--- config.mk ---
export PLATFORM = sky130hd
export DESIGN_NAME = ssr_shifter
export DESIGN_NICKNAME = d
export VERILOG_FILES = /design/src/ssr_pkg.sv /design/src/ssr_shifter.sv
export SDC_FILE = /design/constraint.sdc
export NUM_CORES = 1
export LEC_CHECK = 0
export ABC_AREA = 1
export BUFFER_PORTS_ARGS = -buffer_cell sky130_fd_sc_hd__buf_2
export CAP_MARGIN = 15
export CORE_ASPECT_RATIO = 1.75
export CORE_UTILIZATION = 40
export DETAILED_ROUTE_END_ITERATION = 8
export HOLD_SLACK_MARGIN = 0.06
export MAX_ROUTING_LAYER = met4
export PLACE_DENSITY = 0.59
export SLEW_MARGIN = 25
export SYNTH_ARGS = -nofsm -noshare
export SYNTH_HDL_FRONTEND = slang
export SYNTH_SLANG_ARGS = --single-unit
export TNS_END_PERCENT = 100
--- constraint.sdc ---
create_clock -name sys_clk_i -period 5 [get_ports sys_clk_i]
set_clock_uncertainty 0.1 [all_clocks]
set_input_delay 0.25 -clock sys_clk_i [delete_from_list [all_inputs] [get_ports sys_clk_i]]
set_output_delay 0.25 -clock sys_clk_i [all_outputs]
set_load 0.005 [all_outputs]
--- src/ssr_pkg.sv ---
package ssr_pkg;

	localparam int unsigned ADDR_W       = 8;
	localparam int unsigned DATA_W       = 32;
	localparam int unsigned LEN_DEF      = 8;
	localparam int unsigned LEN_MIN      = 2;
	localparam int unsigned LEN_MAX      = 32;
	localparam int unsigned FIFO_DEPTH_DEF = 4;

	localparam logic [ADDR_W-1:0] OFF_CTRL      = 8'h00;
	localparam logic [ADDR_W-1:0] OFF_INT_MASK  = 8'h04;
	localparam logic [ADDR_W-1:0] OFF_INT_STAT  = 8'h08;
	localparam logic [ADDR_W-1:0] OFF_REG_VALUE = 8'h0C;
	localparam logic [ADDR_W-1:0] OFF_CAPTURE   = 8'h10;
	localparam logic [ADDR_W-1:0] OFF_FIFO_STAT = 8'h14;
	localparam logic [ADDR_W-1:0] OFF_IN_DATA   = 8'h18;
	localparam logic [ADDR_W-1:0] OFF_OUT_DATA  = 8'h1C;

	localparam int unsigned CTRL_EN_BIT    = 0;
	localparam int unsigned FST_IN_CNT_LSB = 0;
	localparam int unsigned FST_OUT_CNT_LSB = 8;
	localparam int unsigned FST_IN_FULL    = 16;
	localparam int unsigned FST_IN_EMPTY   = 17;
	localparam int unsigned FST_OUT_FULL   = 18;
	localparam int unsigned FST_OUT_EMPTY  = 19;

	localparam logic              CTRL_EN_RST = 1'b0;
	localparam logic [2:0]        INT_MASK_RST = 3'h0;
	localparam logic [DATA_W-1:0] PRDATA_RST = 32'h0000_0000;

	typedef struct packed {
		logic rst;
		logic store;
		logic load;
	} ssr_ev_type;

	localparam ssr_ev_type EV_NONE = '{rst: 1'b0, store: 1'b0, load: 1'b0};

endpackage

--- src/ssr_shifter.sv ---
// The placing of the registers and register access over APB were chosen for this implementation.
`timescale 1ns/1ns
module ssr_fifo #(
	parameter int unsigned W     = 8,
	parameter int unsigned DEPTH = 4
) (
	// clock and reset
	input  wire logic         clk_i,
	input  wire logic         rstn_i,
	// control
	input  wire logic         clr_i,
	input  wire logic         push_i,
	input  wire logic [W-1:0] wdata_i,
	input  wire logic         pop_i,
	// state
	output logic      [W-1:0] rdata_o,
	output logic      [7:0]   count_o,
	output logic              full_o,
	output logic              empty_o
);
	localparam int unsigned PW = (DEPTH > 1) ? $clog2(DEPTH) : 1;
	localparam int unsigned CW = $clog2(DEPTH + 1);
	localparam logic [PW-1:0] PTR_LAST = PW'(DEPTH - 1);

	logic [W-1:0]  mem_q [DEPTH];
	logic [W-1:0]  mem_d [DEPTH];
	logic [PW-1:0] rptr_q, rptr_d, wptr_q, wptr_d, wp;
	logic [CW-1:0] cnt_q, cnt_d, cn;

	function automatic logic [PW-1:0] nxt(input logic [PW-1:0] p);
		return (p == PTR_LAST) ? '0 : PW'(p + 1'b1);
	endfunction

	assign rdata_o = mem_q[rptr_q];
	assign count_o = 8'(cnt_q);
	assign full_o  = (cnt_q == CW'(DEPTH));
	assign empty_o = (cnt_q == '0);

	always_comb begin
		mem_d  = mem_q;
		rptr_d = rptr_q;
		wp     = wptr_q;
		cn     = cnt_q;
		if (clr_i) begin
			rptr_d = '0;
			wp     = '0;
			cn     = '0;
		end else if (pop_i && !empty_o) begin
			rptr_d = nxt(rptr_q);
			cn     = CW'(cn - 1'b1);
		end
		wptr_d = wp;
		cnt_d  = cn;
		if (push_i && (clr_i || !full_o)) begin
			mem_d[wp] = wdata_i;
			wptr_d    = nxt(wp);
			cnt_d     = CW'(cn + 1'b1);
		end
	end

	always_ff @(posedge clk_i or negedge rstn_i) begin
		if (!rstn_i) begin
			rptr_q <= '0;
			wptr_q <= '0;
			cnt_q  <= '0;
			for (int i = 0; i < DEPTH; i++) begin
				mem_q[i] <= '0;
			end
		end else begin
			rptr_q <= rptr_d;
			wptr_q <= wptr_d;
			cnt_q  <= cnt_d;
			mem_q  <= mem_d;
		end
	end
endmodule

module ssr_shifter
	import ssr_pkg::*;
#(
	parameter int unsigned LENGTH          = LEN_DEF,
	parameter bit          SHIFT_LEFT      = 1'b0,
	parameter bit          USE_LOAD        = 1'b1,
	parameter bit          USE_STORE       = 1'b1,
	parameter bit          USE_SHIFT_IN    = 1'b1,
	parameter bit          USE_SHIFT_OUT   = 1'b1,
	parameter bit          DEFAULT_SHIFT   = 1'b0,
	parameter bit          USE_INT         = 1'b1,
	parameter bit          RESET_CONNECTED = 1'b1,
	parameter int unsigned FIFO_DEPTH      = FIFO_DEPTH_DEF
) (
	// clock and reset
	input  wire logic              sys_clk_i,
	input  wire logic              rstn_i,
	// apb slave
	input  wire logic [ADDR_W-1:0] paddr_i,
	input  wire logic              psel_i,
	input  wire logic              penable_i,
	input  wire logic              pwrite_i,
	input  wire logic [DATA_W-1:0] pwdata_i,
	output logic      [DATA_W-1:0] prdata_o,
	output logic                   pready_o,
	output logic                   pslverr_o,
	// design-side pins
	input  wire logic              shift_in_i,
	input  wire logic              load_i,
	input  wire logic              store_i,
	input  wire logic              srst_i,
	output logic                   shift_out_o,
	output logic                   irq_o
);
	if (LENGTH < LEN_MIN || LENGTH > LEN_MAX) begin : g_len_check
		$error("ssr_shifter: LENGTH out of range");
	end

	function automatic logic is_mapped(input logic [ADDR_W-1:0] a);
		return a == OFF_CTRL || a == OFF_INT_MASK || a == OFF_INT_STAT
			|| a == OFF_REG_VALUE || a == OFF_CAPTURE || a == OFF_FIFO_STAT
			|| a == OFF_IN_DATA || a == OFF_OUT_DATA;
	endfunction

	logic [LENGTH-1:0] sr_q, sr_d;
	logic              load_prev_q, load_prev_d, store_prev_q, store_prev_d;
	logic              load_pend_q, load_pend_d, store_pend_q, store_pend_d;
	logic              en_q, en_d;
	logic [2:0]        mask_q, mask_d;
	ssr_ev_type        stat_q, stat_d, ev, rd_clr;
	logic              pready_q, pready_d, pslverr_q, pslverr_d, irq_q, irq_d;
	logic [DATA_W-1:0] prdata_q, prdata_d;

	logic              acc, done, wr, rd, rst_eff, sin, load_go, store_go, capture;
	logic              in_push, in_full, in_empty, out_pop, out_full, out_empty;
	logic [LENGTH-1:0] in_rdata, out_rdata;
	logic [7:0]        in_cnt, out_cnt;

	assign acc  = psel_i & penable_i;
	assign done = acc & pready_q;
	assign wr   = done & pwrite_i;
	assign rd   = done & ~pwrite_i;

	assign rst_eff  = RESET_CONNECTED ? srst_i : 1'b0;
	assign sin      = USE_SHIFT_IN ? shift_in_i : DEFAULT_SHIFT;
	assign load_go  = load_pend_q & ~in_empty & ~rst_eff;
	assign store_go = store_pend_q;
	assign capture  = wr && paddr_i == OFF_CAPTURE;
	assign in_push  = wr && paddr_i == OFF_IN_DATA;
	assign out_pop  = rd && paddr_i == OFF_OUT_DATA;

	ssr_fifo #(.W(LENGTH), .DEPTH(FIFO_DEPTH)) u_in_fifo (
		.clk_i   (sys_clk_i),
		.rstn_i  (rstn_i),
		.clr_i   (1'b0),
		.push_i  (in_push),
		.wdata_i (pwdata_i[LENGTH-1:0]),
		.pop_i   (load_go),
		.rdata_o (in_rdata),
		.count_o (in_cnt),
		.full_o  (in_full),
		.empty_o (in_empty)
	);

	// capture flushes older words so the pop returns the fresh value
	ssr_fifo #(.W(LENGTH), .DEPTH(FIFO_DEPTH)) u_out_fifo (
		.clk_i   (sys_clk_i),
		.rstn_i  (rstn_i),
		.clr_i   (capture),
		.push_i  (store_go | capture),
		.wdata_i (sr_q),
		.pop_i   (out_pop),
		.rdata_o (out_rdata),
		.count_o (out_cnt),
		.full_o  (out_full),
		.empty_o (out_empty)
	);

	// shift path and transfers
	always_comb begin
		load_prev_d  = load_i;
		store_prev_d = store_i;
		load_pend_d  = load_pend_q;
		store_pend_d = 1'b0;
		if (USE_LOAD && load_i && !load_prev_q) begin
			load_pend_d = 1'b1;
		end else if (load_pend_q) begin
			load_pend_d = 1'b0;
		end
		if (USE_STORE && store_i && !store_prev_q) begin
			store_pend_d = 1'b1;
		end
		if (rst_eff) begin
			sr_d = '0;
		end else if (wr && paddr_i == OFF_REG_VALUE) begin
			sr_d = pwdata_i[LENGTH-1:0];
		end else if (load_go) begin
			sr_d = in_rdata;
		end else if (en_q) begin
			if (SHIFT_LEFT) begin
				sr_d = {sr_q[LENGTH-2:0], sin};
			end else begin
				sr_d = {sin, sr_q[LENGTH-1:1]};
			end
		end else begin
			sr_d = sr_q;
		end
	end

	always_ff @(posedge sys_clk_i or negedge rstn_i) begin
		if (!rstn_i) begin
			sr_q         <= '0;
			load_prev_q  <= 1'b0;
			store_prev_q <= 1'b0;
			load_pend_q  <= 1'b0;
			store_pend_q <= 1'b0;
		end else begin
			sr_q         <= sr_d;
			load_prev_q  <= load_prev_d;
			store_prev_q <= store_prev_d;
			load_pend_q  <= load_pend_d;
			store_pend_q <= store_pend_d;
		end
	end

	assign shift_out_o = USE_SHIFT_OUT ? (SHIFT_LEFT ? sr_q[LENGTH-1] : sr_q[0]) : 1'b0;

	// registers, status and interrupt
	always_comb begin
		ev       = EV_NONE;
		ev.load  = load_go;
		ev.store = store_go;
		ev.rst   = rst_eff;
		rd_clr   = EV_NONE;
		if (rd && paddr_i == OFF_INT_STAT) begin
			rd_clr = ssr_ev_type'(prdata_q[2:0]);
		end
		stat_d = (stat_q & ~rd_clr) | ev;
		irq_d  = USE_INT && ((stat_d & mask_q) != '0);
		en_d   = en_q;
		mask_d = mask_q;
		if (wr && paddr_i == OFF_CTRL) begin
			en_d = pwdata_i[CTRL_EN_BIT];
		end
		if (wr && paddr_i == OFF_INT_MASK && USE_INT) begin
			mask_d = pwdata_i[2:0];
		end
		pready_d  = acc & ~pready_q;
		prdata_d  = prdata_q;
		pslverr_d = 1'b0;
		if (acc && !pready_q) begin
			pslverr_d = ~is_mapped(paddr_i);
			prdata_d  = '0;
			if (!pwrite_i) begin
				unique case (paddr_i)
					OFF_CTRL: prdata_d[CTRL_EN_BIT] = en_q;
					OFF_INT_MASK: prdata_d[2:0] = mask_q;
					OFF_INT_STAT: prdata_d[2:0] = stat_q;
					OFF_REG_VALUE: prdata_d = DATA_W'(sr_q);
					OFF_FIFO_STAT: begin
						prdata_d[FST_IN_CNT_LSB +: 8]  = in_cnt;
						prdata_d[FST_OUT_CNT_LSB +: 8] = out_cnt;
						prdata_d[FST_IN_FULL]          = in_full;
						prdata_d[FST_IN_EMPTY]         = in_empty;
						prdata_d[FST_OUT_FULL]         = out_full;
						prdata_d[FST_OUT_EMPTY]        = out_empty;
					end
					OFF_OUT_DATA: prdata_d = DATA_W'(out_rdata);
					default: prdata_d = '0;
				endcase
			end
		end
	end

	always_ff @(posedge sys_clk_i or negedge rstn_i) begin
		if (!rstn_i) begin
			stat_q    <= EV_NONE;
			irq_q     <= 1'b0;
			en_q      <= CTRL_EN_RST;
			mask_q    <= INT_MASK_RST;
			pready_q  <= 1'b0;
			prdata_q  <= PRDATA_RST;
			pslverr_q <= 1'b0;
		end else begin
			stat_q    <= stat_d;
			irq_q     <= irq_d;
			en_q      <= en_d;
			mask_q    <= mask_d;
			pready_q  <= pready_d;
			prdata_q  <= prdata_d;
			pslverr_q <= pslverr_d;
		end
	end

	assign irq_o     = irq_q;
	assign pready_o  = pready_q;
	assign prdata_o  = prdata_q;
	assign pslverr_o = pslverr_q;
endmodule

## After elaboration in Yosys (flattened, before gate mapping)

Cells that the tools add are included.

| operators by class | value |
|---|---|
| add/subtract/negate cells | 8 |
| $lt $le $gt $ge | 6 |
| eq/ne operators | 13 |
| muxes and demuxes | 37 |
| bitwise operators | 21 |
| reduce and logical (&&, ||, !) cells | 37 |

Operators by type and width:

| operator | count |
|---|---|
| $mux W8 | 10 |
| $bwmux W32 | 2 |
| $pmux W17 S3 | 1 |
| $bmux W8 S2 | 2 |
| $demux W8 S2 | 2 |
| $eq A8 B5 Y1 const B | 4 |
| $mux W20 | 1 |
| $mux W3 | 6 |
| $eq A8 B4 Y1 const B | 2 |
| $logic_and A1 B1 Y1 | 16 |
| $mux W2 | 8 |
| $ge A3 B3 Y1 const B | 4 |
| $not A2 Y3 | 4 |
| $pmux W2 S5 | 1 |
| $add A2 B1 Y2 const B | 4 |
| $eq A2 B2 Y1 const B | 4 |
| $eq A8 B3 Y1 const B | 1 |
| $logic_not A8 Y1 | 1 |
| $logic_or A1 B1 Y1 | 8 |
| $and A1 B1 Y1 | 7 |
| $logic_not A1 Y1 | 7 |
| $add A3 B1 Y3 const B | 2 |
| $and A3 B3 Y3 | 2 |
| $eq A3 B3 Y1 const B | 2 |
| other kinds (12) | 21 |

| storage, ports and cells | value |
|---|---|
| flip-flop bits (word level) | 132 |
| input bits | 49 |
| output and inout bits | 36 |
| logic and storage cells | 150 |

## Logic depth before layout (Yosys ltp)

| depth | value |
|---|---|
| word-level depth | 11 |
| mapped depth | 14 |
| gate-level depth less buffers | 13 |

## By module

Synthesis repeated with hierarchy kept, for this count alone.

| unflattened totals | value |
|---|---|
| cells, all modules | 835 |
| area total of the unflattened synthesis | 6446.2 um^2 |

Modules (own cells, without submodules):

| module | instances | cells an instance | area an instance (um^2) | seq. area each (um^2) |
|---|---|---|---|---|
| ssr_shifter | 1 | 323 | 2326.0 | 1051.0 |
| ssr_fifo (u_out_fifo) | 1 | 256 | 2069.5 | 975.9 |
| ssr_fifo (u_in_fifo) | 1 | 256 | 2050.7 | 975.9 |

## Least setup slack after synthesis

Ideal clock, no wire load.

| timing | value |
|---|---|
| path kind | register to register |
| start | register pready_q (netlist: pready_o) |
| end | register u_out_fifo.mem_q[5] (netlist name) |
| arrival time | 1640 ps |
| data required time | 4773 ps |
| path slack | 3133 ps |
| stages on the path, launching flop included | 11 |
| path buffers | 2 |
| period minus slack after synthesis | 1867 ps |
| cell sequence | dfrtp_1 > nand3_2 > nor2_4 > nand3_1 > buf_2 > nand2_1 > inv_1 > ha_1 > nand2_4 > buf_6 > o21ai_0 |

| on the way | value |
|---|---|
| cells in the longest elaborated chain, start to end | 10 |
| elaborated cells on any way between the ends | 14 |

RTL lines:

| element | line | text |
|---|---|---|
| start: declaration | ssr_shifter.sv:128 | `logic pready_q, pready_d, pslverr_q, pslverr_d, irq_q, irq_d;` |
| start signal: assignment | ssr_shifter.sv:286 | `pready_q <= pready_d;` |
| $and A1 B1 Y1 (*) | ssr_shifter.sv:137 | `assign done = acc & pready_q;` |
| $and A1 B1 Y1 (*) | ssr_shifter.sv:138 | `assign wr = done & pwrite_i;` |
| $logic_and A1 B1 Y1 (*) | ssr_shifter.sv:145 | `assign capture = wr && paddr_i == OFF_CAPTURE;` |
| $mux W2 | ssr_shifter.sv:44 | `if (clr_i) begin` |
| $not A2 Y3 (not written as such) | ssr_shifter.sv:55 | `mem_d[wp] = wdata_i;` |
| $ge A3 B3 Y1 (not written as such) / $lt A3 B1 Y1 (equally long branches) | ssr_shifter.sv:55 |  |
| $logic_and A1 B1 Y1 (not written as such) | ssr_shifter.sv:55 |  |
| $mux W8 (not written as such) | ssr_shifter.sv:55 |  |
| $demux W8 S2 | ssr_shifter.sv:55 |  |
| $bwmux W32 | ssr_shifter.sv:55 |  |
| end signal: assignment | ssr_shifter.sv:73 | `mem_q <= mem_d;` |
| end: declaration | ssr_shifter.sv:25 | `logic [W-1:0] mem_q [DEPTH];` |

Mark *: on every way between the ends. The rest lies on a longest branch, timed or not.
A chain may end at the register's enable or synchronous reset.

## Worst setup path after layout

| timing | value |
|---|---|
| start | register u_in_fifo.cnt_q[0] |
| end | register u_in_fifo.cnt_q[2] |

| on the way | value |
|---|---|
| cells in the longest elaborated chain, start to end | 8 |
| elaborated cells on any way between the ends | 13 |

RTL lines:

| element | line | text |
|---|---|---|
| start: declaration | ssr_shifter.sv:28 | `logic [CW-1:0] cnt_q, cnt_d, cn;` |
| start signal: assignment | ssr_shifter.sv:72 | `cnt_q <= cnt_d;` |
| $logic_not A3 Y1 | ssr_shifter.sv:37 | `assign empty_o = (cnt_q == '0);` |
| $not A1 Y1 | ssr_shifter.sv:143 | `assign load_go = load_pend_q & ~in_empty & ~rst_eff;` |
| $and A1 B1 Y1 (2 in series) | ssr_shifter.sv:143 |  |
| $logic_and A1 B1 Y1 | ssr_shifter.sv:48 | `end else if (pop_i && !empty_o) begin` |
| $mux W3 | ssr_shifter.sv:48 |  |
| $add A3 B1 Y3 | ssr_shifter.sv:57 | `cnt_d = CW'(cn + 1'b1);` |
| $mux W3 (*) | ssr_shifter.sv:54 | `if (push_i && (clr_i \|\| !full_o)) begin` |
| via u_in_fifo.cnt_d[2] | ssr_shifter.sv:28 |  |

The timed path passes the listed nets; every way through them passes the cells marked *.

==> flow_summary.yaml <==
global_routing:
  met3_usage: 0.0341
  overflow: 0
  grt_usage: 0.207
  grt_pass1_vias: 4884
  antenna_found_initial: 0
  use_met1: 0.232
  grt_max_degree: 69
  use_met2: 0.359
  grt-busiest-layer: "met2"
  grt_pass1_wl_um: 23800
worst_setup_path:
  critical_path_depth: 11
  cp_top_family: "simple AND/OR/NAND/NOR gates"
  critPathKind: "flip-flop to flip-flop"
  arrival_ps: 2710
  crit_path_start_kind: "flip-flop"
  rr_worst_depth: 11
  crit_required_ps: 5210
  path_buf_inv: 2
  path_common_cell: "nand2_1"
  worstPathMaxFanout: 15
  cp_cell_sequence: "inv_1 -> ha_1 -> nand2_1 -> nand2_1 -> nor2_1 -> xor2_1 -> ha_1 -> nand2_1 -> nand2_1 -> nand2_1 -> inv_1"
  end_kind: "flip-flop"
  crit_slowest_cell: "nor2_1"
  max_stage_delay_ps: 790
power:
  pwr-share-clk: 0.394
  ir_drop_mv: 0.276
  powerDensity_nw_per_um2: 433
  leakagePower_nw: 3.50
  power_frac_comb: 0.198
  internal_power_w: 0.00205
  pwr-share-seq: 0.408
  power_switching_w: 0.000911
  switching_share: 0.308
cts:
  cts_tree: "yes"
  clkSlewWorstSetupHoldPaths_ps: 60
  htree_num_levels: 4
  cts_buffer_depth: 2
  cts_num_sinks: 115
  ctsResizeCount: 0
  clock_latency_ps: 410
  cts-root-buf: "clkbuf_16"
  numCtsBuffers: 17
die:
  pin_count: 85
  coreArea_um2: 14400
  fp.dieH_um: 163
  rows: 58
  fp.dieW_um: 94.0
  start_util: 0.410
  die-area_um2: 15300
outcome:
  status: "finished clean"
logic_synthesis:
  synthTopCellsByArea: "dfrtp_1 (49%), nand2_1 (16%), o21ai_0 (7.6%), nand3_1 (5.2%), inv_1 (4.6%)"
  synthFlopType: "dfrtp_1"
  syn_area_per_cell_um2: 7.96
  ys_ff_latch: 115
  synth_top_area_frac: 0.486
  synth_enable_flop_cells: 0
  yosysMostFrequentCell: "nand2_1"
  async_reset_ff_frac: 1.00
  yosysWarnings: 0
  synth.largest_area_cell: "dfrtp_1"
  synthesis.area_um2: 5920
  netlist_instances: 744
  ys_seq_area_frac: 0.486
  synth_common_cells: "nand2_1 (254), dfrtp_1 (115), o21ai_0 (90)"
  synth_cell_types: 34
routing:
  first_pass_iters: 5
  route.detailed.drc: 0
  wl_um: 13600
  num_vias: 4933
  dr.first_iter.drc_count: 282
  wl_per_cell_um: 13.9
  viasPerCell: 5.01
  drtAntennaViolNets: 0
timing:
  timing.hold.ws_ps: 64.4
  setup_tns_ps: 0
  period_needed_ps: 2510
  post-route-period-util: 0.501
  finalHoldViolCount: 0
  rsz0062_at_grt: "no"
  setup_viol: 0
  max_freq_mhz: 399
  tightest_slew_ps: 1030
  maxSlewViolCount: 0
  slew_headroom: 0.309
flow_run:
  max_cap_viol_count: 0
worst_hold_path:
  min_path_cells: 3
  hold_class: "primary input to flip-flop"
final_layout:
  drive_above_1_share: 0.125
  nNetsFinal: 858
  num_antenna_cells: 0
  area_growth_pct: 15.4
  fillerInstances: 1409
placement:
  gp_congestion: 0.817
  hpwlAfterDp_um: 9700
  io_buffers: 43
## worst paths after layout
check,from,end,slack (ps)
max,u_in_fifo.cnt_q[0],u_in_fifo.cnt_q[2],2490
min,pwdata_i[6],u_in_fifo.mem_q[30],60
max reg2reg,u_in_fifo.cnt_q[0],u_in_fifo.cnt_q[2],2490
min reg2reg,store_prev_q,store_go,290
max in group asynchronous,rstn_i,pslverr_o,3250
min in group asynchronous,rstn_i,u_in_fifo.mem_q[6],390
## power by group through the flow
stage          Clock [W]  Sequential, W  Combinational, W
5_1_grt          0.00122        0.00123          0.000686
6_report         0.00117        0.00121          0.000587
2_1_floorplan          0        0.00117          0.000485
4_1_cts          0.00119        0.00121          0.000592
3_3_place_gp           0        0.00121          0.000556
3_5_place_dp           0        0.00122          0.000583
## cell families after synthesis
logic type,Yosys count,share of synthesized area
XOR/XNOR,4,0.00591
buffers and inverters,114,0.0925
flip-flops,115,0.486
other,1,0.000633
adder cells (fa/ha/maj),16,0.0338
AO/OA/AOI/OAI,120,0.111
AND/OR/NAND/NOR,374,0.271
## worst min-delay path, delay by kind of cell
family	cells	cell delay, ps
buf+inv	2	150
compound gates	1	130
## layer usage
layer,vias up,part of all wire
met5,-,0
met2,120,0.54
met4,0,0.024
met3,22,0.033
met1,2345,0.40
li1,2446,-
## repair_timing
item,in CTS,in global routing
setup endpoints to repair,0,0
hold endpoints to repair,77,0
hold buffers,10,0
setup buffers,0,0
## through the flow
| step | worst slack, ps | total power (W) | std cells | area (µm²) | utilization |
|---|---|---|---|---|---|
| finish | 2490 | 0.00296 | 985 | 6830 | 0.473 |
| detailed placement | 2430 | 0.00180 | 944 | 6160 | 0.427 |
| global route | 2270 | 0.00314 | 985 | 6830 | 0.473 |
| floorplan | 3130 | 0.00165 | 760 | 5980 | - |
| global placement | 2520 | 0.00177 | 944 | 6160 | 0.427 |
| CTS | 2400 | 0.00299 | 985 | 6830 | 0.473 |
## placed cells by master, fill, tap and decap left out, types with 2 or more instances in the layout
master,count
clkinv_1,2
clkbuf_1,2
o21ai_2,8
buf_2,42
clkinvlp_4,2
bufinv_16,2
nand3_1,61
ha_1,16
dlygate4sd3_1,10
conb_1,17
a21oi_1,11
o21ai_0,90
o31ai_1,5
nand2_2,7
nor3_1,4
clkbuf_8,2
dfrtp_1,115
clkbuf_16,17
clkinv_2,5
xor2_1,2
o21ai_1,2
nand4_1,4
nand2_1,254
nand2_4,6
buf_4,2
xnor2_1,2
inv_1,72
nor2_1,31
nor2_4,2
## layout make-up
cell class                      count  area [µm²]  share of cell area
Clock buffer                       21         460              0.0674
Clock inverter                     10         109              0.0159
Inverter                           74         278              0.0406
Multi-Input combinational cell    531        2560               0.374
Sequential cell                   115        2880               0.421
Tap cell                          180         225              0.0330
Timing Repair Buffer               54         325              0.0476
## state kept, by name, indices dropped and copies added (netlist names)
register and count:
u_out_fifo.mem_q 32, u_in_fifo.cnt_q 3, store_go 1, load_prev_q 1
load_pend_q 1, stat_q 3, store_prev_q 1, irq_o 1
prdata_o 15, u_out_fifo.rptr_q 2, sr_q 8, u_in_fifo.rptr_q 2
u_out_fifo.wptr_q 2, u_in_fifo.mem_q 32, en_q 1, pready_o 1
u_out_fifo.cnt_q 3, u_in_fifo.wptr_q 2, mask_q 3, pslverr_o 1
No activity file was read; power rests on OpenSTA's default activity.
